File: config.mk
export PLATFORM = sky130hd
export DESIGN_NAME = sap_port
export DESIGN_NICKNAME = d
export VERILOG_FILES = /design/src/rtl/sap_pkg.sv /design/src/rtl/sap_port.sv
export SDC_FILE = /design/constraint.sdc
export NUM_CORES = 1
export LEC_CHECK = 0
export ABC_CLOCK_PERIOD_IN_PS = 21400
export BUFFER_PORTS_ARGS = -buffer_cell sky130_fd_sc_hd__buf_2
export CORE_MARGIN = 2
export CORE_UTILIZATION = 50
export DETAILED_ROUTE_END_ITERATION = 10
export PLACE_DENSITY = 0.69
export REMOVE_ABC_BUFFERS = 1
export SLEW_MARGIN = 5
export SYNTH_ARGS = -nofsm -noshare
export SYNTH_HDL_FRONTEND = slang
export SYNTH_SLANG_ARGS = --single-unit
File: constraint.sdc
create_clock -name CLK -period 21.4 [get_ports CLK]
set_input_delay 5.35 -clock CLK [delete_from_list [all_inputs] [get_ports CLK]]
set_output_delay 5.35 -clock CLK [all_outputs]
set_load 0.01 [all_outputs]
File: src/rtl/sap_pkg.sv
// package for the serial audio port: map, fields, reset values, types
package sap_pkg;
  // register byte offsets
  localparam logic [7:0] SAP_CTRL_OFS = 8'h00;
  localparam logic [7:0] SAP_STAT_OFS = 8'h04;
  localparam logic [7:0] SAP_L1_OFS = 8'h08;
  localparam logic [7:0] SAP_OUTL_OFS = 8'h18;
  localparam logic [7:0] SAP_OUTR_OFS = 8'h1C;
  // control field positions
  localparam int SAP_IN_FMT_POS = 0;
  localparam int SAP_IN_LEN_POS = 2;
  localparam int SAP_OUT_FMT_POS = 4;
  localparam int SAP_OUT_LEN_POS = 6;
  localparam int SAP_MDIV_POS = 8;
  localparam int SAP_FIFTH_POS = 10;
  localparam int SAP_OUT_EN_POS = 11;
  localparam int SAP_RATE_POS = 12;
  localparam int SAP_BDIV_POS = 16;
  localparam int SAP_BDIV_W = 8;
  // frame geometry
  localparam int SAP_SLOT_BITS = 32;
  localparam int SAP_FRAME_BITS = 64;
  localparam int SAP_CH_IN = 5;
  // reset values: i2s 24-bit in and out, divide-by-1
  localparam logic [31:0] SAP_CTRL_RST = 32'h0001_0888;
  localparam logic [1:0] SAP_RESP_OK = 2'b00;
  localparam logic [1:0] SAP_RESP_ERR = 2'b10;

  typedef enum logic [1:0] {
    SAP_FMT_I2S,
    SAP_FMT_LJ,
    SAP_FMT_RJ,
    SAP_FMT_BAD
  } sap_fmt_t;

  typedef enum logic [1:0] {
    SAP_LEN_16,
    SAP_LEN_20,
    SAP_LEN_24,
    SAP_LEN_BAD
  } sap_len_t;

  typedef struct packed {
    logic [31:0] left;
    logic [31:0] right;
  } sap_pair_t;

  typedef struct packed {
    logic awvalid;
    logic [7:0] awaddr;
    logic wvalid;
    logic [31:0] wdata;
    logic [3:0] wstrb;
    logic bready;
    logic arvalid;
    logic [7:0] araddr;
    logic rready;
  } sap_axi_req_t;

  typedef struct packed {
    logic awready;
    logic wready;
    logic bvalid;
    logic [1:0] bresp;
    logic arready;
    logic rvalid;
    logic [31:0] rdata;
    logic [1:0] rresp;
  } sap_axi_rsp_t;
endpackage

File: src/rtl/sap_port.sv
// serial audio port master: clock generation, five inputs, one output
`timescale 1ns/1ns
`default_nettype none
// How it works
// - i2s: frame clock low carries left, high carries right
// - every framing uses 64 bit clocks per stereo frame
// - i2s first data bit comes one bit clock after frame toggle
// - msb first; inputs sampled on bit clock rising edge
// - i2s and lj inputs drop slot bits past the word length
// - lj: frame clock high for left, msb at the toggle
// - rj 24-bit: frame high for left, msb eight bits after toggle
// - rj: lsb sits in the last bit period before frame toggle
// - rj inputs drop leading slot bits before the word
// - output only i2s, lj, rj with 16, 20 or 24 bit words
// - fifth input taken only as master, on our own clocks
// - fifth input on, output off: frame clock at internal rate
// - bit clock output always 64 times the frame clock
// - master clock out is input divided by 4, 2 or 1, default 1
// - master clock ratios 64 to 768 fs accepted
// - after reset inputs are i2s with 24-bit words
module sap_port (
  input wire logic CLK,
  input wire logic SRST,
  input wire logic MCLK_IN,
  input wire logic [4:0] SERIAL_INPUTS,
  input wire sap_pkg::sap_axi_req_t AXI_REQ,
  output sap_pkg::sap_axi_rsp_t AXI_RSP,
  output logic FRAME_CLOCK_OUTPUT,
  output logic BIT_CLOCK_OUTPUT,
  output logic MASTER_CLOCK_OUTPUT,
  output logic SERIAL_DATA_OUTPUT
);
  import sap_pkg::*;

  // synchronisers for pins
  logic [4:0] sdi_s1_q, sdi_s2_q;
  logic mck_s1_q, mck_s2_q, mck_s3_q;
  always_ff @(posedge CLK) begin
    sdi_s1_q <= SERIAL_INPUTS;
    sdi_s2_q <= sdi_s1_q;
    mck_s1_q <= MCLK_IN;
    mck_s2_q <= mck_s1_q;
    mck_s3_q <= mck_s2_q;
  end

  logic [31:0] ctrl_q;
  sap_fmt_t in_fmt, out_fmt;
  sap_len_t in_len, out_len;
  logic [1:0] mdiv;
  logic fifth_on, out_on, cfg_ok;
  logic [SAP_BDIV_W-1:0] bdiv;
  always_comb begin
    in_fmt = sap_fmt_t'(ctrl_q[SAP_IN_FMT_POS +: 2]);
    in_len = sap_len_t'(ctrl_q[SAP_IN_LEN_POS +: 2]);
    out_fmt = sap_fmt_t'(ctrl_q[SAP_OUT_FMT_POS +: 2]);
    out_len = sap_len_t'(ctrl_q[SAP_OUT_LEN_POS +: 2]);
    mdiv = ctrl_q[SAP_MDIV_POS +: 2];
    fifth_on = ctrl_q[SAP_FIFTH_POS];
    out_on = ctrl_q[SAP_OUT_EN_POS] & ~fifth_on;
    // fifth input and output share the pins, so the rate follows it
    bdiv = fifth_on ? {4'h0, ctrl_q[SAP_RATE_POS +: 4]} :
      ctrl_q[SAP_BDIV_POS +: SAP_BDIV_W];
    // mixing i2s with lj/rj flagged; output held silent then
    cfg_ok = ((in_fmt == SAP_FMT_I2S) == (out_fmt == SAP_FMT_I2S)) &&
      out_fmt != SAP_FMT_BAD && out_len != SAP_LEN_BAD;
  end

  // master clock out, divided from the synchronised input edges
  // divide-by-1 passes the synchronised pin; edges jitter by a clock
  logic [1:0] mcnt_q;
  logic mck_rise;
  assign mck_rise = mck_s2_q & ~mck_s3_q;
  always_ff @(posedge CLK) begin
    if (SRST) begin
      mcnt_q <= '0;
      MASTER_CLOCK_OUTPUT <= 1'b0;
    end else begin
      case (mdiv)
        2'd1: if (mck_rise) MASTER_CLOCK_OUTPUT <= ~MASTER_CLOCK_OUTPUT;
        2'd2: if (mck_rise) begin
          mcnt_q <= mcnt_q + 2'd1;
          if (mcnt_q[0]) MASTER_CLOCK_OUTPUT <= ~MASTER_CLOCK_OUTPUT;
        end
        default: MASTER_CLOCK_OUTPUT <= mck_s2_q;
      endcase
    end
  end

  // bit clock: half period bdiv+1 cycles; frame = 64 bit clocks
  logic [SAP_BDIV_W-1:0] hcnt_q;
  logic [5:0] bpos_q;
  logic tick_fall, tick_rise, half_done;
  // bdiv may shrink under a running count, so compare, never match
  assign half_done = hcnt_q >= bdiv;
  assign tick_fall = half_done && BIT_CLOCK_OUTPUT;
  assign tick_rise = half_done && !BIT_CLOCK_OUTPUT;
  always_ff @(posedge CLK) begin
    if (SRST) begin
      hcnt_q <= '0;
      BIT_CLOCK_OUTPUT <= 1'b0;
      bpos_q <= '0;
    end else if (half_done) begin
      hcnt_q <= '0;
      BIT_CLOCK_OUTPUT <= ~BIT_CLOCK_OUTPUT;
      if (BIT_CLOCK_OUTPUT) bpos_q <= bpos_q + 6'd1;
    end else begin
      hcnt_q <= hcnt_q + 1'b1;
    end
  end

  // frame clock changes on the falling bit clock edge at slot start
  // a polarity change mid-run stretches one slot; set format from reset
  logic [4:0] slot_idx;
  logic right_half;
  assign slot_idx = bpos_q[4:0];
  assign right_half = bpos_q[5];
  always_ff @(posedge CLK) begin
    if (SRST) begin
      FRAME_CLOCK_OUTPUT <= 1'b0;
    end else if (tick_fall && bpos_q == 6'd63) begin
      FRAME_CLOCK_OUTPUT <= (out_fmt == SAP_FMT_I2S) ? 1'b0 : 1'b1;
    end else if (tick_fall && bpos_q == 6'd31) begin
      FRAME_CLOCK_OUTPUT <= (out_fmt == SAP_FMT_I2S) ? 1'b1 : 1'b0;
    end
  end

  function automatic logic [4:0] word_bits(input sap_len_t l);
    case (l)
      SAP_LEN_16: word_bits = 5'd16;
      SAP_LEN_20: word_bits = 5'd20;
      default: word_bits = 5'd24;
    endcase
  endfunction

  // slot position of the msb, and whether slot bit is inside the word
  function automatic logic [4:0] msb_pos(input sap_fmt_t f, input sap_len_t l);
    case (f)
      SAP_FMT_I2S: msb_pos = 5'd1;
      SAP_FMT_LJ: msb_pos = 5'd0;
      default: msb_pos = 5'(SAP_SLOT_BITS) - word_bits(l);
    endcase
  endfunction

  // receive: sample on rising bit clock; slot bits outside the word skip
  // inputs arrive two clocks late; half period must cover that and skew
  logic [4:0] in_first, in_w;
  logic in_take;
  always_comb begin
    in_first = msb_pos(in_fmt, in_len);
    in_w = word_bits(in_len);
    in_take = (slot_idx >= in_first) &&
      ({1'b0, slot_idx} < 6'(in_first) + 6'(in_w));
  end

  sap_pair_t rx_sh_q [SAP_CH_IN];
  sap_pair_t rx_hold_q [SAP_CH_IN];
  genvar ch;
  generate
    for (ch = 0; ch < SAP_CH_IN; ch++) begin : g_rx
      // fifth lane only as master on our clocks; always master here
      logic lane_on;
      assign lane_on = (ch != SAP_CH_IN - 1) || fifth_on;
      always_ff @(posedge CLK) begin
        if (SRST) begin
          rx_sh_q[ch] <= '0;
          rx_hold_q[ch] <= '0;
        end else begin
          if (tick_rise && in_take && lane_on) begin
            // left fills the first half; frame polarity follows format
            if (right_half)
              rx_sh_q[ch].right <= {rx_sh_q[ch].right[30:0], sdi_s2_q[ch]};
            else
              rx_sh_q[ch].left <= {rx_sh_q[ch].left[30:0], sdi_s2_q[ch]};
          end
          // words move to the hold at frame end, msb aligned
          if (tick_fall && bpos_q == 6'd63) begin
            rx_hold_q[ch].left <= rx_sh_q[ch].left << (6'd32 - 6'(in_w));
            rx_hold_q[ch].right <= rx_sh_q[ch].right << (6'd32 - 6'(in_w));
          end
        end
      end
    end
  endgenerate

  // transmit: msb-aligned words, changed on the falling bit clock edge
  sap_pair_t tx_q;
  logic [4:0] out_first, out_w, rel, nxt_slot;
  logic [5:0] nxt_pos;
  logic out_in_word, nxt_right, tx_live;
  logic [31:0] tx_word;
  always_comb begin
    out_first = msb_pos(out_fmt, out_len);
    out_w = word_bits(out_len);
    // the bit launched now belongs to the position that starts now
    nxt_pos = bpos_q + 6'd1;
    nxt_slot = nxt_pos[4:0];
    nxt_right = nxt_pos[5];
    rel = nxt_slot - out_first;
    out_in_word = (nxt_slot >= out_first) &&
      ({1'b0, nxt_slot} < 6'(out_first) + 6'(out_w));
    tx_live = out_on && cfg_ok && out_in_word;
    tx_word = nxt_right ? tx_q.right : tx_q.left;
  end

  always_ff @(posedge CLK) begin
    if (SRST) begin
      SERIAL_DATA_OUTPUT <= 1'b0;
    end else if (tick_fall) begin
      // lj msb leaves with the frame edge, i2s msb one bit later
      if (tx_live)
        SERIAL_DATA_OUTPUT <= tx_word[5'd31 - rel];
      else
        SERIAL_DATA_OUTPUT <= 1'b0;
    end
  end

  // axi4-lite slave: write and read each take one cycle; read answers next, write a cycle later
  // one write and one read in flight; a second waits for the answer
  logic aw_got_q, w_got_q;
  logic [7:0] awaddr_q;
  logic [31:0] wdata_q;
  logic [3:0] wstrb_q;
  logic wr_ok, rd_ok;
  assign wr_ok = aw_got_q && w_got_q && !AXI_RSP.bvalid;
  assign rd_ok = AXI_REQ.arvalid && AXI_RSP.arready;
  always_ff @(posedge CLK) begin
    if (SRST) begin
      aw_got_q <= 1'b0;
      w_got_q <= 1'b0;
      awaddr_q <= '0;
      wdata_q <= '0;
      wstrb_q <= '0;
      ctrl_q <= SAP_CTRL_RST;
      tx_q <= '0;
      AXI_RSP <= '0;
    end else begin
      AXI_RSP.awready <= !aw_got_q && !AXI_RSP.awready && AXI_REQ.awvalid;
      AXI_RSP.wready <= !w_got_q && !AXI_RSP.wready && AXI_REQ.wvalid;
      if (AXI_RSP.awready && AXI_REQ.awvalid) begin
        aw_got_q <= 1'b1;
        awaddr_q <= AXI_REQ.awaddr;
      end
      if (AXI_RSP.wready && AXI_REQ.wvalid) begin
        w_got_q <= 1'b1;
        wdata_q <= AXI_REQ.wdata;
        wstrb_q <= AXI_REQ.wstrb;
      end
      if (wr_ok) begin
        aw_got_q <= 1'b0;
        w_got_q <= 1'b0;
        AXI_RSP.bvalid <= 1'b1;
        AXI_RSP.bresp <= SAP_RESP_OK;
        for (int b = 0; b < 4; b++) begin
          if (wstrb_q[b]) begin
            case (awaddr_q)
              SAP_CTRL_OFS: ctrl_q[8*b +: 8] <= wdata_q[8*b +: 8];
              SAP_OUTL_OFS: tx_q.left[8*b +: 8] <= wdata_q[8*b +: 8];
              SAP_OUTR_OFS: tx_q.right[8*b +: 8] <= wdata_q[8*b +: 8];
              default: ;
            endcase
          end
        end
        if (awaddr_q != SAP_CTRL_OFS && awaddr_q != SAP_OUTL_OFS &&
            awaddr_q != SAP_OUTR_OFS)
          AXI_RSP.bresp <= SAP_RESP_ERR;
      end else if (AXI_REQ.bready && AXI_RSP.bvalid) begin
        AXI_RSP.bvalid <= 1'b0;
      end
      AXI_RSP.arready <= !AXI_RSP.rvalid && !AXI_RSP.arready &&
        AXI_REQ.arvalid;
      if (rd_ok) begin
        AXI_RSP.rvalid <= 1'b1;
        AXI_RSP.rresp <= SAP_RESP_OK;
        AXI_RSP.rdata <= '0;
        if (AXI_REQ.araddr == SAP_CTRL_OFS)
          AXI_RSP.rdata <= ctrl_q;
        else if (AXI_REQ.araddr == SAP_STAT_OFS)
          AXI_RSP.rdata <= {23'h00_0000, cfg_ok, FRAME_CLOCK_OUTPUT, bpos_q,
            1'b0};
        else if (AXI_REQ.araddr == SAP_OUTL_OFS)
          AXI_RSP.rdata <= tx_q.left;
        else if (AXI_REQ.araddr == SAP_OUTR_OFS)
          AXI_RSP.rdata <= tx_q.right;
        else if (AXI_REQ.araddr >= SAP_L1_OFS &&
                 AXI_REQ.araddr < SAP_L1_OFS + 8'h10 &&
                 AXI_REQ.araddr[1:0] == 2'b00)
          AXI_RSP.rdata <= AXI_REQ.araddr[2] ?
            rx_hold_q[AXI_REQ.araddr[4:3] - 2'd1].right :
            rx_hold_q[AXI_REQ.araddr[4:3] - 2'd1].left;
        else
          AXI_RSP.rresp <= SAP_RESP_ERR;
      end else if (AXI_REQ.rready && AXI_RSP.rvalid) begin
        AXI_RSP.rvalid <= 1'b0;
      end
    end
  end
endmodule // sap_port
`default_nettype wire

---- Yosys cells after proc, flatten, opt, wreduce, memory -nomap -nowiden ----
Memory sizes are Yosys's and may differ from the RTL's.
Index checks and enable logic that the tools add are counted.
W data, S select, Z words.
storage, ports and cells
  memories kept ........................... 2
  bits in writable memories ............... 640
  bits in registers ....................... 216
  bits of input ports ..................... 65
cells by class
  multiplexer cells ....................... 74
  reduce and logical (&&, ||, !) cells .... 67
  $add $sub $neg .......................... 11
  bitwise operators ....................... 26
  $lt $le $gt $ge ......................... 8
  eq/ne operators ......................... 21
  shifts and indexed selects .............. 10
memories
  memory     depth  bits a word  rd ports  clocked after memory_dff  write ports  line             source
  rx_hold_q  5      64           1         0                         5            sap_port.sv:156  sap_pair_t rx_hold_q [SAP_CH_IN];
  rx_sh_q    5      64           5         0                         5            sap_port.sv:155  sap_pair_t rx_sh_q [SAP_CH_IN];
operators with widths
  operator               number
  $mux W32               27
  $shl A32 B6 Y32        10
  $reduce_and A3 Y1      13
  $eq A8 B5 Y1 const B   4
  $mux W1                32
  $logic_and A1 B1 Y1    29
  $or A1 B1 Y1           20
  $pmux W5 S2            2
  $logic_not A8 Y1       2
  $ne A8 B5 Y1 const B   2
  $pmux W4 S2            2
  $add A5 B5 Y6          2
  $lt A5 B6 Y1           2
  $mux W2                6
  $eq A2 B1 Y1 const B   5
  $ge A5 B5 Y1           2
  $logic_not A2 Y1       5
  $mux W5                2
  $ne A2 B2 Y1 const B   5
  $sub A1 B5 Y5 const A  2
  $add A8 B1 Y8 const B  1
  $eq A8 B3 Y1 const B   1
  $ge A8 B4 Y1 const B   1
  $ge A8 B8 Y1           1
  other kinds (22)       39

---- Depth between registers and ports, before layout ----
Gate-level depths: netlist of the first run.
  word-level depth ........................ 14
  gate-level depth with buffers ........... 17

---- Worst setup path after synthesis of the first run ----
Ideal clock, no wire load.
  path type ............................... register -> register
  from .................................... register ctrl_q[10]
  to ...................................... memory rx_hold_q[0][0] in the netlist's numbering (enable)
  arrival ................................. 19.834 ns
  library setup time ...................... 1.227 ns
  setup slack ............................. 0.339 ns
  buffers on the path ..................... 2
  period minus slack after synthesis ...... 21.061 ns
  cell stages (with the launch flop) ...... 12
  cells stage by stage .................... dfxtp_1 clkbuf_1 mux2_2 ha_1 nand2b_1 a21o_1 a21o_1 a21o_1 a221o_1 buf_2 nand2b_2 o21ai_0
RTL lines
  item                               line             source
  from (decl)                        sap_port.sv:46   logic [31:0] ctrl_q;
  from (signal, indexed assignment)  sap_port.sv:256  SAP_CTRL_OFS: ctrl_q[8*b +: 8] <= wdata_q[8*b +: 8];
  to (decl)                          sap_port.sv:156

---- Final worst setup path of the first run ----
  from .................................... input AXI_REQ[4] in the netlist's numbering
  to ...................................... register AXI_RSP[19] in the netlist's numbering
on the way
  word-level cells in the longest chain between the ends .. 8
  elaborated cells between the ends (all ways) .. 16
  classes of those cells .................. add/sub: 1; order compare: 2; eq/ne: 3; mux: 6; reduce/logical: 3; memory: 1
RTL lines
  item                                                          line                              source
  from (decl)                                                   sap_port.sv:26                    input wire sap_pkg::sap_axi_req_t AXI_REQ,
  $sub A2 B1 Y2, or another cell as far along                   sap_port.sv:288, sap_port.sv:289
  $mem_v2 Z5 W64 / $logic_and A1 B1 Y1 (equally long branches)  --
  $mux W32 / $logic_and A1 B1 Y1 (equally long branches)        sap_port.sv:287, sap_port.sv:285
  $mux W32                                                      sap_port.sv:284                   else if (AXI_REQ.araddr >= SAP_L1_OFS &&
  $mux W32                                                      sap_port.sv:282                   else if (AXI_REQ.araddr == SAP_OUTR_OFS)
  $mux W32                                                      sap_port.sv:280                   else if (AXI_REQ.araddr == SAP_OUTL_OFS)
  $mux W32                                                      sap_port.sv:277                   else if (AXI_REQ.araddr == SAP_STAT_OFS)
  $mux W32 (*)                                                  sap_port.sv:275                   if (AXI_REQ.araddr == SAP_CTRL_OFS)
  to (decl)                                                     sap_port.sv:27                    output sap_pkg::sap_axi_rsp_t AXI_RSP,
Every way passes the cells marked *; elsewhere a longest branch is shown, timed or not.
A chain may end at the register's enable or synchronous reset.

==> results_tabular.tex, run 1 <==
\begin{tabular}{lr}
\hline
Metric & Value \\
\hline
\multicolumn{2}{l}{\textbf{Run status}} \\
\quad Status & finished clean \\
\multicolumn{2}{l}{\textbf{Worst setup path}} \\
\quad Slowest CP cell & sky130\_fd\_sc\_hd\_\_buf\_4 \\
\quad Arrival time of data at the critical path endpoint & 8650 ps \\
\quad Cells traversed along the worst timing path & buf\_4 > ha\_2 > buf\_4 > mux4\_2 > mux2\_2 > a221oi\_1 > nor2\_1 > a221oi\_1 > nor3\_1 \\
\quad Sort of element at the start of the critical path & input port \\
\quad Endpoint of the lowest-slack register-to-register path & rx\_sh\_q[2][2]\$\_SDFFCE\_PN0P\_ \\
\quad Critical path's largest stage delay & about 790 ps \\
\quad Required time of the critical path & around 22,000 ps \\
\quad Minimum setup slack among reg-to-reg paths & 16,370 ps \\
\quad Worst path top cell family by delay & buffers and inverters \\
\quad Critical Path End Type & flip-flop \\
\quad Crit path kind & input port to flip-flop \\
\quad Worst reg2reg startpoint & ctrl\_q[2]\$\_SDFFE\_PP0P\_ \\
\quad CP Buf/Inv Count & 2 \\
\quad Critical path peak fanout & 64 \\
\quad Worst-case reg-to-reg path depth & 14 \\
\multicolumn{2}{l}{\textbf{Power}} \\
\quad Leak pwr & between 10 and 15 nW \\
\quad Pwr Total & between 3 and 4 mW \\
\quad PD cells & roughly 92 nW/um\^{}2 \\
\quad Maximum resistive drop on vdd & between 0.07 and 0.08 mV \\
\multicolumn{2}{l}{\textbf{Detailed routing}} \\
\quad Wirelength, routed & about 76,000 microns \\
\quad Residual DRC count & 0 \\
\quad Drt via density & about 5.8 \\
\quad ANT nets after route & 0 \\
\quad Post-detailed-route wirelength per cell & 21.4 microns \\
\quad Detailed Route Iter0 Violations & 1,916 \\
\quad Via count & approximately 21,000 \\
\quad Pre-antenna DRT Iters & 6 \\
\multicolumn{2}{l}{\textbf{Place}} \\
\quad DPL Wire Length & between 40,000 and 50,000 microns \\
\quad Number of placed instances with taps included & about 3,400 \\
\quad Dpl ws & around 13,000 ps \\
\quad Final Wtd Congestion & 0.886 \\
\quad Number of I/O port buffers & approximately 110 \\
\quad Cell area after placement & 31,800 sq um \\
\multicolumn{2}{l}{\textbf{Timing}} \\
\quad Unrepaired setup endpoints after global routing & no \\
\quad Time the worst path needs with I/O delays and setup & 8200 ps \\
\quad Pin slew with the least headroom to its limit & $\sim$1200 ps \\
\quad Maximum clock rate & between 0.1 and 0.15 GHz \\
\quad Share of the clock period used by the worst path after layout & 0.383 \\
\quad Slew Limit Headroom & 0.202 \\
\quad Hold Vio Cnt, Final & 0 \\
\quad Summed negative setup slack over all endpoints & 0 ps \\
\quad Hold slack final & around 320 ps \\
\quad Final setup vio count & 0 \\
\quad Min setup slack post-route & 13,200 ps \\
\quad Max Transition Viols Final & 0 \\
\quad Setup Skew & about 22 ps \\
\multicolumn{2}{l}{\textbf{Layout}} \\
\quad Layout Nets & 2,815 \\
\quad Antenna Cells & 0 \\
\quad Signed area change from the synthesized netlist to the final layout & 11.1\% \\
\quad Fraction of layout instances using a drive strength above 1 & 0.141 \\
\quad Number of inserted filler cells in the final layout & 5,080 \\
\quad Final core utilization & 0.565 \\
\quad Non-filler cells in the finished layout & 3,558 \\
\quad Area of all placed cells without fillers & about 34,000 sq um \\
\multicolumn{2}{l}{\textbf{CTS}} \\
\quad Setup bufs post-CTS & 0 \\
\quad Clock transition at the register clock pins on the worst setup and hold paths after CTS & about 60 ps \\
\quad Clock latency at the later pin of the worst-skew pair & a little over 600 ps \\
\quad \# resized after CTS & 0 \\
\quad CTS root buffer & sky130\_fd\_sc\_hd\_\_clkbuf\_16 \\
\quad CTS tree & done \\
\quad Clock sink count & 659 \\
\quad Number of levels the H-tree was split into & 3 \\
\quad Number of buffers between clock root and the deepest sink & 3 \\
\quad Hold Buf Count CTS & 0 \\
\quad Cts bufs inserted & just over 70 \\
\multicolumn{2}{l}{\textbf{GRT}} \\
\quad Global-route wire length before repair & roughly 120,000 microns \\
\quad Pin count of the biggest net entering global routing & $\sim$230 \\
\quad Number of global-route vias before repair & 20,300 \\
\quad Residual overflow from global routing & 0 \\
\quad Initial antenna violation count & 2 \\
\quad Overall Global Routing Usage & 0.239 \\
\multicolumn{2}{l}{\textbf{Synth}} \\
\quad Count of flip-flops with a built-in enable after synthesis & about 450 \\
\quad Sequential area share after synthesis & 0.574 \\
\quad Most frequently used cell type in the post-synthesis netlist & sky130\_fd\_sc\_hd\_\_nor2\_1 \\
\quad Number of distinct library cell variants in the gate-level netlist after synthesis & 75 \\
\quad Synth top area share & 0.437 \\
\quad Most used standard cells in the synthesized netlist & sky130\_fd\_sc\_hd\_\_nor2\_1 (505), sky130\_fd\_sc\_hd\_\_edfxtp\_1 (448), sky130\_fd\_sc\_hd\_\_mux2i\_1 (239), sky130\_fd\_sc\_hd\_\_dfxtp\_1 (211), sky130\_fd\_sc\_hd\_\_a21oi\_1 (197) \\
\quad Warning count from the yosys run & 0 \\
\quad Ys flop type & sky130\_fd\_sc\_hd\_\_edfxtp\_1 \\
\quad Instance count of the mapped netlist & roughly 2,600 \\
\quad Share of flip-flops with an asynchronous set or reset & 0 \\
\quad Summed instance area of the synthesized netlist & about 30,000 sq um \\
\quad Synthesized area divided by synthesized cell count & around 12 sq um \\
\quad Largest cells by area after synthesis & sky130\_fd\_sc\_hd\_\_edfxtp\_1 (44\%), sky130\_fd\_sc\_hd\_\_dfxtp\_1 (14\%), sky130\_fd\_sc\_hd\_\_mux2i\_1 (7.8\%) \\
\quad Cell taking the most area after synthesis & sky130\_fd\_sc\_hd\_\_edfxtp\_1 \\
\quad \#FFs+latches synth & approximately 660 \\
\multicolumn{2}{l}{\textbf{Min path}} \\
\quad Capture endpoint of the worst hold path & sdi\_s2\_q[1]\$\_DFF\_P\_ \\
\quad Min-delay src & sdi\_s1\_q[1]\$\_DFF\_P\_ \\
\quad Hold path depth & 0 \\
\quad Type of the most critical hold path & flip-flop to flip-flop \\
\multicolumn{2}{l}{\textbf{Job}} \\
\quad Maxcap violations & 0 \\
\multicolumn{2}{l}{\textbf{Floorplan}} \\
\quad Number of top-level design ports & 110 \\
\quad Die height & 252 microns \\
\quad Horiz. Die Dim & between 200 and 300 microns \\
\quad Initial Utilization & 0.508 \\
\quad Placement row count & 90 \\
\quad Die outline area & $\sim$64,000 sq um \\
\quad Core Footprint & between 60,000 and 70,000 sq um \\
\hline
\end{tabular}
[report_power, final]
group / internal [mW] / switching [mW] / leakage (nW)
combinational: 0.142 / 0.231 / 5.04
clock: 0.729 / 0.508 / 1.16
sequential: 1.45 / 0.0726 / 6.31
total: 2.32 / 0.812 / 12.5
[worst max-delay path by stage]
stage          cells after the start                             to  slack (ps)               startpoint
3_3_place_gp                       9       AXI_RSP[19]$_SDFFE_PP0P_       12570               AXI_REQ[4]
3_5_place_dp                       9        AXI_RSP[2]$_SDFFE_PP0P_       12560               AXI_REQ[4]
5_1_grt                            9       AXI_RSP[14]$_SDFFE_PP0P_       12970               AXI_REQ[4]
2_1_floorplan                      9  rx_hold_q[0][0]$_SDFFCE_PN0P_         440  ctrl_q[10]$_SDFFE_PP0P_
4_1_cts                            9        AXI_RSP[2]$_SDFFE_PP0P_       13200               AXI_REQ[4]
6_report                           9       AXI_RSP[19]$_SDFFE_PP0P_       13200               AXI_REQ[4]
[worst register-to-register path: stages, from the launching register on]
cell and delay, ps:
sky130_fd_sc_hd__dfxtp_4 350, sky130_fd_sc_hd__buf_12 550, sky130_fd_sc_hd__inv_1 280, sky130_fd_sc_hd__nor2_2 180, sky130_fd_sc_hd__buf_4 450, sky130_fd_sc_hd__nand2b_1 110, sky130_fd_sc_hd__ha_1 290, sky130_fd_sc_hd__a21o_1 160
sky130_fd_sc_hd__a21o_1 170, sky130_fd_sc_hd__a21oi_1 140, sky130_fd_sc_hd__nor3_1 60, sky130_fd_sc_hd__or3_4 430, sky130_fd_sc_hd__o31ai_4 180, sky130_fd_sc_hd__buf_4 430, sky130_fd_sc_hd__buf_4 810
[cells by family (layout without fill, tap and decap cells)]
family	count (synthesis)	count (layout)	share of synthesized area
buffers and inverters	224	292	0.0368
flip-flops	659	659	0.574
other	1	66	0.000122
multiplexers	336	336	0.137
AO/OA/AOI/OAI	387	387	0.0831
AND/OR/NAND/NOR	983	983	0.150
adder cells (fa/ha/maj)	32	32	0.0130
XOR/XNOR	21	21	0.00597
[placed cells by master (no fill, tap or decap), types with 5 or more instances in the layout]
master	n
sky130_fd_sc_hd__clkinv_1	12
sky130_fd_sc_hd__nand2_1	119
sky130_fd_sc_hd__nor2_2	7
sky130_fd_sc_hd__buf_4	28
sky130_fd_sc_hd__nor2b_1	7
sky130_fd_sc_hd__inv_1	23
sky130_fd_sc_hd__mux2_2	33
sky130_fd_sc_hd__nand3_2	5
sky130_fd_sc_hd__mux4_2	64
sky130_fd_sc_hd__a21o_1	8
sky130_fd_sc_hd__nand3_1	24
sky130_fd_sc_hd__edfxtp_1	448
sky130_fd_sc_hd__mux2i_1	239
sky130_fd_sc_hd__xor2_1	10
sky130_fd_sc_hd__clkbuf_16	75
sky130_fd_sc_hd__buf_2	104
sky130_fd_sc_hd__nand2b_1	12
sky130_fd_sc_hd__clkbuf_8	11
sky130_fd_sc_hd__a22oi_1	32
sky130_fd_sc_hd__nor2_4	5
sky130_fd_sc_hd__o22ai_1	7
sky130_fd_sc_hd__ha_1	31
sky130_fd_sc_hd__xnor2_1	11
sky130_fd_sc_hd__a221oi_1	39
sky130_fd_sc_hd__o211ai_1	18
sky130_fd_sc_hd__a21oi_1	197
sky130_fd_sc_hd__clkbuf_1	13
sky130_fd_sc_hd__a221oi_2	9
sky130_fd_sc_hd__a211oi_1	5
sky130_fd_sc_hd__nor3_1	34
sky130_fd_sc_hd__and3_1	39
sky130_fd_sc_hd__nor2_1	502
sky130_fd_sc_hd__o221ai_1	5
sky130_fd_sc_hd__dfxtp_1	209
sky130_fd_sc_hd__and2_1	196
sky130_fd_sc_hd__clkinv_2	11
sky130_fd_sc_hd__a221o_1	10
sky130_fd_sc_hd__o21ai_0	23
sky130_fd_sc_hd__conb_1	66
sky130_fd_sc_hd__or3_1	6
[area by class of cell]
| type | instances | area (sq um) | area share |
|---|---|---|---|
| flip-flops and latches | 659 | 17700 | 0.517 |
| multi-input cells | 1825 | 12300 | 0.359 |
| clock buffers | 99 | 2080 | 0.0607 |
| well taps | 782 | 978 | 0.0286 |
| repair buffers | 136 | 802 | 0.0234 |
| clock inverters | 33 | 283 | 0.00827 |
| inverters | 24 | 90.1 | 0.00263 |
[flip-flops by register name, indices dropped and copies added (netlist names), 6 cells and up]
signal and count:
tx_q 64, AXI_RSP 39, bpos_q 6, rx_hold_q 256, hcnt_q 8, ctrl_q 32, wdata_q 32, rx_sh_q 192
awaddr_q 8
[metal layers]
| layer | global-route usage | share of wire | up-vias |
|---|---|---|---|
| met2 | 0.385 | 0.48 | 626 |
| met1 | 0.327 | 0.43 | 10300 |
| met4 | 0.0833 | 0.033 | 4 |
| li1 | - | - | 9642 |
| met5 | 0 | 0.00034 | - |
| met3 | 0.0426 | 0.062 | 144 |
No activity file was read; power rests on OpenSTA's default activity.
==> run 2, diff against run 1 <==
ABC_AREA = 1   (was unset)
ABC_CLOCK_PERIOD_IN_PS = 6600   (was 21400)
clock period = 6.6 ns   (was 21.4 ns; I/O delays follow)
==> run 2 against run 1 <==
Sequential share of layout area is 2.0 points higher. Core utilization down 0.43 points. Count of clock-buffer cells in the layout decreased by 8. Non-clock buffer count increased by 7. Synthesized cell count up 19%. Die area down 3.7%. Highest routed layer is now met4.
==> results_tabular.tex, run 2 <==
\begin{tabular}{lr}
\hline
Metric & Value \\
\hline
\multicolumn{2}{l}{\textbf{Worst setup path}} \\
\quad Endpoint of the lowest-slack register-to-register path & rx\_sh\_q[3][17]\$\_SDFFCE\_PN0P\_ (was rx\_sh\_q[2][2]\$\_SDFFCE\_PN0P\_) \\
\quad Critical Path End Type & flip-flop (unchanged) \\
\quad Worst-case reg-to-reg path depth & 13 (was 14) \\
\quad Critical path peak fanout & 54 (was 64) \\
\quad Sort of element at the start of the critical path & flip-flop (was input port) \\
\quad Minimum setup slack among reg-to-reg paths & 2000 ps (was 16,370 ps) \\
\quad Worst reg2reg startpoint & ctrl\_q[3]\$\_SDFFE\_PP1P\_ (was ctrl\_q[2]\$\_SDFFE\_PP0P\_) \\
\quad Crit path kind & flip-flop to flip-flop (was input port to flip-flop) \\
\quad Required time of the critical path & 6880 ps (was 21,850 ps) \\
\quad Arrival time of data at the critical path endpoint & 4870 ps (was 8650 ps) \\
\multicolumn{2}{l}{\textbf{GRT}} \\
\quad Pin count of the biggest net entering global routing & 103 (was 228) \\
\quad Overall Global Routing Usage & 0.263 (was 0.239) \\
\quad Residual overflow from global routing & 0 (unchanged) \\
\quad Initial antenna violation count & 0 (was 2) \\
\quad Number of global-route vias before repair & 22,700 (was 20,300) \\
\quad Global-route wire length before repair & 125,000 microns (was 117,000 microns) \\
\multicolumn{2}{l}{\textbf{CTS}} \\
\quad Cts bufs inserted & 70 (was 72) \\
\quad Clock transition at the register clock pins on the worst setup and hold paths after CTS & 60 ps (about the same) \\
\quad \# resized after CTS & 0 (unchanged) \\
\quad Number of buffers between clock root and the deepest sink & 3 (unchanged) \\
\quad CTS root buffer & sky130\_fd\_sc\_hd\_\_clkbuf\_16 (unchanged) \\
\quad Clock latency at the later pin of the worst-skew pair & 610 ps (was 620 ps) \\
\quad Number of levels the H-tree was split into & 3 (unchanged) \\
\quad Hold Buf Count CTS & 0 (unchanged) \\
\quad Clock sink count & 659 (unchanged) \\
\quad Setup bufs post-CTS & 0 (unchanged) \\
\quad CTS tree & done (unchanged) \\
\multicolumn{2}{l}{\textbf{Power}} \\
\quad Leak pwr & 12.3 nW (was 12.5 nW) \\
\quad Pwr Total & 10.6 mW (was 3.14 mW) \\
\quad Maximum resistive drop on vdd & 0.181 mV (was 0.0756 mV) \\
\quad PD cells & 321 nW/um\^{}2 (was 91.7 nW/um\^{}2) \\
\multicolumn{2}{l}{\textbf{Synth}} \\
\quad Most frequently used cell type in the post-synthesis netlist & sky130\_fd\_sc\_hd\_\_nand2\_1 (was sky130\_fd\_sc\_hd\_\_nor2\_1) \\
\quad \#FFs+latches synth & 659 (unchanged) \\
\quad Synth top area share & 0.454 (was 0.437) \\
\quad Most used standard cells in the synthesized netlist & sky130\_fd\_sc\_hd\_\_nand2\_1 (544), sky130\_fd\_sc\_hd\_\_edfxtp\_1 (448), sky130\_fd\_sc\_hd\_\_nor2\_1 (366), sky130\_fd\_sc\_hd\_\_inv\_1 (290), sky130\_fd\_sc\_hd\_\_a21oi\_1 (269) (was sky130\_fd\_sc\_hd\_\_nor2\_1 (505), sky130\_fd\_sc\_hd\_\_edfxtp\_1 (448), sky130\_fd\_sc\_hd\_\_mux2i\_1 (239), sky130\_fd\_sc\_hd\_\_dfxtp\_1 (211), sky130\_fd\_sc\_hd\_\_a21oi\_1 (197)) \\
\quad Cell taking the most area after synthesis & sky130\_fd\_sc\_hd\_\_edfxtp\_1 (unchanged) \\
\quad Largest cells by area after synthesis & sky130\_fd\_sc\_hd\_\_edfxtp\_1 (45\%), sky130\_fd\_sc\_hd\_\_dfxtp\_1 (14\%), sky130\_fd\_sc\_hd\_\_nand2\_1 (6.9\%) (was sky130\_fd\_sc\_hd\_\_edfxtp\_1 (44\%), sky130\_fd\_sc\_hd\_\_dfxtp\_1 (14\%), sky130\_fd\_sc\_hd\_\_mux2i\_1 (7.8\%)) \\
\quad Warning count from the yosys run & 0 (unchanged) \\
\quad Sequential area share after synthesis & 0.597 (was 0.574) \\
\quad Count of flip-flops with a built-in enable after synthesis & 448 (unchanged) \\
\quad Summed instance area of the synthesized netlist & 29,600 sq um (was 30,800 sq um) \\
\quad Synthesized area divided by synthesized cell count & 9.45 sq um (was 11.7 sq um) \\
\quad Share of flip-flops with an asynchronous set or reset & 0 (unchanged) \\
\quad Number of distinct library cell variants in the gate-level netlist after synthesis & 49 (was 75) \\
\quad Ys flop type & sky130\_fd\_sc\_hd\_\_edfxtp\_1 (unchanged) \\
\quad Instance count of the mapped netlist & 3,137 (was 2,643) \\
\multicolumn{2}{l}{\textbf{Timing}} \\
\quad Maximum clock rate & between 0.2 and 0.25 GHz \\
\quad Final setup vio count & 0 (unchanged) \\
\quad Share of the clock period used by the worst path after layout & 0.696 \\
\quad Time the worst path needs with I/O delays and setup & $\sim$4600 ps \\
\quad Setup Skew & 28.4 ps (was 22.5 ps) \\
\quad Hold Vio Cnt, Final & 0 (unchanged) \\
\quad Unrepaired setup endpoints after global routing & no (unchanged) \\
\quad Max Transition Viols Final & 0 (unchanged) \\
\quad Pin slew with the least headroom to its limit & 1320 ps (was 1200 ps) \\
\quad Slew Limit Headroom & 0.117 (was 0.202) \\
\multicolumn{2}{l}{\textbf{Min path}} \\
\quad Hold path depth & 0 (unchanged) \\
\quad Min-delay src & sdi\_s1\_q[0]\$\_DFF\_P\_ (was sdi\_s1\_q[1]\$\_DFF\_P\_) \\
\quad Type of the most critical hold path & flip-flop to flip-flop (unchanged) \\
\quad Capture endpoint of the worst hold path & sdi\_s2\_q[0]\$\_DFF\_P\_ (was sdi\_s2\_q[1]\$\_DFF\_P\_) \\
\multicolumn{2}{l}{\textbf{Layout}} \\
\quad Signed area change from the synthesized netlist to the final layout & 11.2\% (was 11.1\%) \\
\quad Number of inserted filler cells in the final layout & 5,217 (was 5,080) \\
\quad Area of all placed cells without fillers & 32,900 sq um (was 34,200 sq um) \\
\quad Register ranked first by flip-flop count & rx\_hold\_q (unchanged) \\
\quad Antenna Cells & 0 (unchanged) \\
\quad Fraction of layout instances using a drive strength above 1 & 0.0832 (was 0.141) \\
\quad Most frequent standard cell in the layout excluding fill and tap cells & sky130\_fd\_sc\_hd\_\_nand2\_1 (was sky130\_fd\_sc\_hd\_\_nor2\_1) \\
\quad Largest registers & rx\_hold\_q: 256 flops, rx\_sh\_q: 192 flops, tx\_q: 64 flops (unchanged) \\
\quad Commonest cells after routing, fill and taps aside & sky130\_fd\_sc\_hd\_\_nand2\_1 (540), sky130\_fd\_sc\_hd\_\_edfxtp\_1 (448), sky130\_fd\_sc\_hd\_\_nor2\_1 (364) (was sky130\_fd\_sc\_hd\_\_nor2\_1 (502), sky130\_fd\_sc\_hd\_\_edfxtp\_1 (448), sky130\_fd\_sc\_hd\_\_mux2i\_1 (239)) \\
\quad Non-filler cells in the finished layout & 4,017 (was 3,558) \\
\quad Max FFs per register & 256 (unchanged) \\
\quad Layout Nets & 3,290 (was 2,815) \\
\multicolumn{2}{l}{\textbf{Floorplan}} \\
\quad Core Footprint & 58,800 sq um (was 60,600 sq um) \\
\quad Number of top-level design ports & 110 (unchanged) \\
\quad Die outline area & 61,200 sq um (was 63,600 sq um) \\
\quad Initial Utilization & 0.504 (was 0.508) \\
\quad Horiz. Die Dim & 247 microns (was 252 microns) \\
\quad Die height & 247 microns (was 252 microns) \\
\quad Placement row count & 89 (was 90) \\
\multicolumn{2}{l}{\textbf{Detailed routing}} \\
\quad ANT nets after route & 0 (unchanged) \\
\quad Via count & 23,500 (was 20,700) \\
\quad Detailed Route Iter0 Violations & 2,598 (was 1,916) \\
\quad Wirelength, routed & 81,300 microns (was 76,000 microns) \\
\quad Residual DRC count & 0 (unchanged) \\
\quad Pre-antenna DRT Iters & 6 (unchanged) \\
\quad Post-detailed-route wirelength per cell & 20.2 microns (was 21.4 microns) \\
\quad Drt via density & 5.85 (was 5.81) \\
\multicolumn{2}{l}{\textbf{Place}} \\
\quad Number of I/O port buffers & 106 (unchanged) \\
\quad Number of placed instances with taps included & 3,894 (was 3,426) \\
\quad Cell area after placement & 30,700 sq um (was 31,800 sq um) \\
\quad Final Wtd Congestion & 0.934 (was 0.886) \\
\quad DPL Wire Length & 50,400 microns (was 47,700 microns) \\
\multicolumn{2}{l}{\textbf{Job}} \\
\quad Maxcap violations & 0 (unchanged) \\
\multicolumn{2}{l}{\textbf{Run status}} \\
\quad Status & finished clean (unchanged) \\
\hline
\end{tabular}
==> run 2: changes by cell type after synthesis, moves of 60 or more <==
| cell | previous run | this run |
|---|---|---|
| sky130_fd_sc_hd__a211oi_1 | 5 | 65 |
| sky130_fd_sc_hd__mux2i_1 | 239 | 3 |
| sky130_fd_sc_hd__mux4_2 | 64 | 0 |
| sky130_fd_sc_hd__o22ai_1 | 7 | 70 |
| sky130_fd_sc_hd__nand3_1 | 24 | 162 |
| sky130_fd_sc_hd__nand2_1 | 119 | 544 |
| sky130_fd_sc_hd__and2_1 | 196 | 0 |
| sky130_fd_sc_hd__nor2_1 | 505 | 366 |
| sky130_fd_sc_hd__inv_1 | 23 | 290 |
| sky130_fd_sc_hd__a21oi_1 | 197 | 269 |
| sky130_fd_sc_hd__o21ai_0 | 24 | 203 |
| sky130_fd_sc_hd__a31oi_1 | 1 | 83 |
==> run 2: kinds of logic after synthesis <==
| kind of cell | share of synthesized area |
|---|---|
| and+or+nand+nor | 0.149 |
| AOI/OAI and AO/OA | 0.163 |
| DFF | 0.597 |
| buffers and inverters | 0.0739 |
| adders and majority gates | 0.0135 |
| xor gates and xnor gates | 0.00296 |
| muxes | 0.00101 |
| other | 0.000127 |
==> run 2: worst max-delay path by stage <==
stage | start | end | slack, ps
final | ctrl_q[3]$_SDFFE_PP1P_ | rx_sh_q[3][17]$_SDFFCE_PN0P_ | 2000
after global routing | ctrl_q[3]$_SDFFE_PP1P_ | rx_sh_q[3][17]$_SDFFCE_PN0P_ | 1720
after CTS | ctrl_q[3]$_SDFFE_PP1P_ | rx_sh_q[3][14]$_SDFFCE_PN0P_ | 1940
after detailed placement | AXI_REQ[4] | AXI_RSP[23]$_SDFFE_PP0P_ | 1760
after global placement | AXI_REQ[4] | AXI_RSP[23]$_SDFFE_PP0P_ | 1800
after floorplan | SRST | rx_hold_q[0][0]$_SDFFCE_PN0P_ | -3950
==> run 2: power breakdown <==
group | total, mW | switching [mW] | internal [mW] | leakage [nW]
sequential | 5.20 | 0.302 | 4.90 | 6.32
combinational | 1.49 | 1.08 | 0.415 | 4.88
clock | 3.88 | 1.60 | 2.28 | 1.09
total | 10.6 | 2.98 | 7.59 | 12.3
==> run 2: cell type report <==
| type | instances | area (sq um) | area share |
|---|---|---|---|
| Multi-Input combinational cell | 2021 | 10100 | 0.306 |
| Clock buffer | 91 | 2000 | 0.0606 |
| Clock inverter | 32 | 246 | 0.00748 |
| Inverter | 298 | 1120 | 0.0341 |
| Timing Repair Buffer | 143 | 848 | 0.0258 |
| Tap cell | 773 | 967 | 0.0294 |
| Sequential cell | 659 | 17700 | 0.537 |
==> run 2: routing by layer <==
layer  vias up  track usage  routed length [microns]
li1      11000            -                        -
met1     11200        0.354                    33400
met2      1161        0.425                    38100
met3       165       0.0400                     7150
met4         0        0.110                     2720
met5         -            0                        0
==> run 2: critical path, cell delays in order, from the launching register on <==
cell and delay [ps]:
sky130_fd_sc_hd__dfxtp_4 820, sky130_fd_sc_hd__nor2_4 100, sky130_fd_sc_hd__inv_4 500, sky130_fd_sc_hd__nor2_1 160
sky130_fd_sc_hd__ha_1 260, sky130_fd_sc_hd__a21oi_2 170, sky130_fd_sc_hd__a21oi_1 70, sky130_fd_sc_hd__ha_1 290
sky130_fd_sc_hd__nand2_1 70, sky130_fd_sc_hd__o21ai_1 90, sky130_fd_sc_hd__nor4_4 480, sky130_fd_sc_hd__nand2_1 180
sky130_fd_sc_hd__nand2_4 570, sky130_fd_sc_hd__buf_4 440
==> run 2: stage by stage <==
step	hold WS (ps)	TNS (ps)	worst slack, ps	utilization
2_1_floorplan	310	-2171440	-3950	-
3_3_place_gp	311	0	1800	0.522
3_5_place_dp	312	0	1760	0.522
4_1_cts	325	0	1940	0.560
5_1_grt	329	0	1720	0.560
6_report	325	0	2000	0.560
==> run 3, diff against run 2 <==
ABC_CLOCK_PERIOD_IN_PS = 4000   (was 6600)
clock period = 4 ns   (was 6.6 ns; I/O delays follow)
==> run 3 against run 2 <==
Count of clock-buffer cells in the layout rose by 10. Worst setup slack got worse by 1500 ps. Critical endpoint is now rx_hold_q[3][63]$_SDFFCE_PN0P_. Core utilization rose by 1.0 points. Power rose by 69%. Critical path depth fell by 1. Register-to-register slack got worse by 1500 ps. Maximum frequency rose by 33%. Clock power rose by 74%. Combinational power rose by 72%. Largest cell class unchanged. Clock skew rose by 4.9 ps. First-iteration DRC count rose by 4.2%.
==> results_tabular.tex, run 3 (synthesized netlist as in run 2, its figures left out) <==
\begin{tabular}{lr}
\hline
Metric & Value \\
\hline
\multicolumn{2}{l}{\textbf{Worst setup path}} \\
\quad Sort of element at the start of the critical path & flip-flop (unchanged) \\
\quad Endpoint of the lowest-slack register-to-register path & rx\_hold\_q[3][63]\$\_SDFFCE\_PN0P\_ (was rx\_sh\_q[3][17]\$\_SDFFCE\_PN0P\_) \\
\quad Launch point of the worst path & ctrl\_q[10]\$\_SDFFE\_PP0P\_ (was ctrl\_q[3]\$\_SDFFE\_PP1P\_) \\
\quad Worst reg2reg startpoint & ctrl\_q[10]\$\_SDFFE\_PP0P\_ (was ctrl\_q[3]\$\_SDFFE\_PP1P\_) \\
\quad Critical path's largest stage delay & 450 ps (was 820 ps) \\
\quad Minimum setup slack among reg-to-reg paths & 540 ps (was 2000 ps) \\
\quad Critical path peak fanout & 135 (was 54) \\
\quad Arrival time of data at the critical path endpoint & 3860 ps (was 4870 ps) \\
\quad Required time of the critical path & 4400 ps (was 6880 ps) \\
\quad Worst path top cell family by delay & simple AND/OR/NAND/NOR gates (unchanged) \\
\quad CP Buf/Inv Count & 3 (was 2) \\
\quad Crit path kind & flip-flop to flip-flop (unchanged) \\
\quad Worst-case reg-to-reg path depth & 12 (was 13) \\
\quad Critical Path End Type & flip-flop (unchanged) \\
\quad Slowest CP cell & sky130\_fd\_sc\_hd\_\_a211oi\_1 (was sky130\_fd\_sc\_hd\_\_dfxtp\_4) \\
\quad Cells traversed along the worst timing path & inv\_1 > nand2\_1 > ha\_1 > nand2\_1 > nor2\_1 > nand4\_1 > o2111ai\_2 > nand2\_2 > inv\_2 > nand4\_1 > buf\_12 > a211oi\_1 (was nor2\_4 > inv\_4 > nor2\_1 > ha\_1 > a21oi\_2 > a21oi\_1 > ha\_1 > nand2\_1 > o21ai\_1 > nor4\_4 > nand2\_1 > nand2\_4 > buf\_4) \\
\multicolumn{2}{l}{\textbf{Layout}} \\
\quad Commonest cells after routing, fill and taps aside & sky130\_fd\_sc\_hd\_\_nand2\_1 (540), sky130\_fd\_sc\_hd\_\_edfxtp\_1 (448), sky130\_fd\_sc\_hd\_\_nor2\_1 (364) (unchanged) \\
\quad Layout Nets & 3,321 (was 3,290) \\
\quad Antenna Cells & 0 (unchanged) \\
\quad Signed area change from the synthesized netlist to the final layout & 13.2\% (was 11.2\%) \\
\quad Largest registers & rx\_hold\_q: 256 flops, rx\_sh\_q: 192 flops, tx\_q: 64 flops (unchanged) \\
\quad Max FFs per register & 256 (unchanged) \\
\quad Most frequent standard cell in the layout excluding fill and tap cells & sky130\_fd\_sc\_hd\_\_nand2\_1 (unchanged) \\
\quad Number of inserted filler cells in the final layout & 5,041 (was 5,217) \\
\quad Fraction of layout instances using a drive strength above 1 & 0.0939 (was 0.0832) \\
\quad Register ranked first by flip-flop count & rx\_hold\_q (unchanged) \\
\multicolumn{2}{l}{\textbf{Min path}} \\
\quad Hold path depth & 0 (unchanged) \\
\quad Type of the most critical hold path & flip-flop to flip-flop (unchanged) \\
\quad Capture endpoint of the worst hold path & sdi\_s2\_q[1]\$\_DFF\_P\_ (was sdi\_s2\_q[0]\$\_DFF\_P\_) \\
\quad Min-delay src & sdi\_s1\_q[1]\$\_DFF\_P\_ (was sdi\_s1\_q[0]\$\_DFF\_P\_) \\
\multicolumn{2}{l}{\textbf{Timing}} \\
\quad Share of the clock period used by the worst path after layout & 0.864 (was 0.696) \\
\quad Hold Vio Cnt, Final & 0 (unchanged) \\
\quad Time the worst path needs with I/O delays and setup & 3460 ps (was 4600 ps) \\
\quad Pin slew with the least headroom to its limit & 1240 ps (was 1320 ps) \\
\quad Setup Skew & 33.2 ps (was 28.4 ps) \\
\quad Maximum clock rate & 0.289 GHz (was 0.218 GHz) \\
\quad Max Transition Viols Final & 0 (unchanged) \\
\quad Hold slack final & 325 ps (about the same) \\
\quad Final setup vio count & 0 (unchanged) \\
\quad Unrepaired setup endpoints after global routing & no (unchanged) \\
\quad Slew Limit Headroom & 0.173 (was 0.117) \\
\multicolumn{2}{l}{\textbf{Power}} \\
\quad Pwr Total & 17.9 mW (was 10.6 mW) \\
\quad Internal power & 12.9 mW (was 7.59 mW) \\
\quad Maximum resistive drop on vdd & 0.413 mV (was 0.181 mV) \\
\quad PD cells & 534 nW/um\^{}2 (was 321 nW/um\^{}2) \\
\quad Leak pwr & 12.6 nW (was 12.3 nW) \\
\quad Switching portion of total power & 0.280 (was 0.282) \\
\quad Net switching power & 5.01 mW (was 2.98 mW) \\
\quad Sequential fraction of design power & 0.478 (was 0.492) \\
\quad Clock power frac & 0.378 (was 0.367) \\
\quad Combinational Power Share & 0.144 (was 0.141) \\
\multicolumn{2}{l}{\textbf{Detailed routing}} \\
\quad Detail Route met2 WL & 37,500 microns (was 38,100 microns) \\
\quad Pre-antenna DRT Iters & 6 (unchanged) \\
\quad Drt via density & 5.85 (about the same) \\
\quad Detailed Route Iter0 Violations & 2,708 (was 2,598) \\
\quad Residual DRC count & 0 (unchanged) \\
\quad Top sig layer & met4 (unchanged) \\
\quad Wirelength, routed & 82,200 microns (was 81,300 microns) \\
\quad Met1 WL & 33,600 microns (was 33,400 microns) \\
\quad ANT nets after route & 0 (unchanged) \\
\quad Via count & 23,700 (was 23,500) \\
\quad Post-detailed-route wirelength per cell & 20.3 microns (was 20.2 microns) \\
\quad Wire length on met3 & 8010 microns (was 7150 microns) \\
\multicolumn{2}{l}{\textbf{Floorplan}} \\
\quad Horiz. Die Dim & 247 microns (unchanged) \\
\quad Die height & 247 microns (unchanged) \\
\quad Initial Utilization & 0.504 (unchanged) \\
\quad Placement row count & 89 (unchanged) \\
\quad Core Footprint & 58,800 sq um (unchanged) \\
\quad Die outline area & 61,200 sq um (unchanged) \\
\quad Number of top-level design ports & 110 (unchanged) \\
\multicolumn{2}{l}{\textbf{CTS}} \\
\quad \# resized after CTS & 0 (unchanged) \\
\quad Number of levels the H-tree was split into & 3 (unchanged) \\
\quad CTS tree & done (unchanged) \\
\quad Setup bufs post-CTS & 0 (unchanged) \\
\quad Clock latency at the later pin of the worst-skew pair & 620 ps (was 610 ps) \\
\quad Number of buffers between clock root and the deepest sink & 3 (unchanged) \\
\quad Clock sink count & 659 (unchanged) \\
\quad Cts bufs inserted & 71 (was 70) \\
\quad Hold Buf Count CTS & 0 (unchanged) \\
\quad CTS root buffer & sky130\_fd\_sc\_hd\_\_clkbuf\_16 (unchanged) \\
\quad Clock transition at the register clock pins on the worst setup and hold paths after CTS & 70 ps (was 60 ps) \\
\multicolumn{2}{l}{\textbf{Place}} \\
\quad Final Wtd Congestion & 0.935 (was 0.934) \\
\quad DPL Wire Length & 52,400 microns (was 50,400 microns) \\
\quad Number of I/O port buffers & 106 (unchanged) \\
\multicolumn{2}{l}{\textbf{GRT}} \\
\quad Global-route wire length before repair & 126,000 microns (was 125,000 microns) \\
\quad Overall Global Routing Usage & 0.265 (was 0.263) \\
\quad Pin count of the biggest net entering global routing & 136 (was 103) \\
\quad Initial antenna violation count & 0 (unchanged) \\
\quad Number of global-route vias before repair & 22,700 (about the same) \\
\quad Residual overflow from global routing & 0 (unchanged) \\
\multicolumn{2}{l}{\textbf{Job}} \\
\quad Maxcap violations & 0 (unchanged) \\
\multicolumn{2}{l}{\textbf{Run status}} \\
\quad Status & finished clean (unchanged) \\
\hline
\end{tabular}
-- run 3: layout make-up --
cell class | count | area, sq um | share of cell area
Sequential cell | 659 | 17700 | 0.527
Multi-Input combinational cell | 2021 | 10100 | 0.300
Clock buffer | 101 | 2070 | 0.0617
Timing Repair Buffer | 173 | 1300 | 0.0387
Inverter | 298 | 1120 | 0.0335
Tap cell | 773 | 967 | 0.0288
Clock inverter | 27 | 323 | 0.00963
-- run 3: how the worst max path moves through the flow --
stage	to	cells after the start	slack, ps
floorplan	rx_hold_q[0][0]$_SDFFCE_PN0P_	2	-5900
global placement	AXI_RSP[23]$_SDFFE_PP0P_	10	510
detailed placement	AXI_RSP[22]$_SDFFE_PP0P_	9	510
CTS	rx_hold_q[1][18]$_SDFFCE_PN0P_	11	610
global route	rx_sh_q[0][44]$_SDFFCE_PN0P_	14	320
finish	rx_hold_q[3][63]$_SDFFCE_PN0P_	12	540
-- run 3: routing by layer --
layer | track usage | vias up
met4 | 0.105 | 0
met1 | 0.361 | 11300
met2 | 0.420 | 1234
li1 | - | 11000
met5 | 0 | -
met3 | 0.0509 | 178
-- run 3: worst reg2reg max path, stage by stage (launching register included) --
cell and delay, ps:
sky130_fd_sc_hd__dfxtp_1 430, sky130_fd_sc_hd__inv_1 200, sky130_fd_sc_hd__nand2_1 90, sky130_fd_sc_hd__ha_1 310, sky130_fd_sc_hd__nand2_1 90, sky130_fd_sc_hd__nor2_1 140
sky130_fd_sc_hd__nand4_1 110, sky130_fd_sc_hd__o2111ai_2 200, sky130_fd_sc_hd__nand2_2 240, sky130_fd_sc_hd__inv_2 210, sky130_fd_sc_hd__nand4_1 250, sky130_fd_sc_hd__buf_12 300
sky130_fd_sc_hd__a211oi_1 680
-- run 3: power groups by stage --
stage               Combinational, mW  Sequential, mW  Clock (mW)
floorplan                        1.60            8.60           0
global placement                 2.51            8.66           0
detailed placement               2.54            8.68           0
CTS                              2.56            8.55        6.86
global route                     2.83            8.63        7.10
finish                           2.57            8.55        6.77
-- run 3: metrics by stage --
stage | worst slack [ps] | TNS [ps] | area [sq um] | instances | util
after global routing | 315 | 0 | 33500 | 4052 | 0.570
after CTS | 611 | 0 | 33500 | 4052 | 0.570
after detailed placement | 509 | 0 | 31100 | 3924 | 0.530
final | 544 | 0 | 33500 | 4052 | 0.570
after floorplan | -5900 | -4043440 | 28800 | 2978 | -
after global placement | 512 | 0 | 31100 | 3924 | 0.530
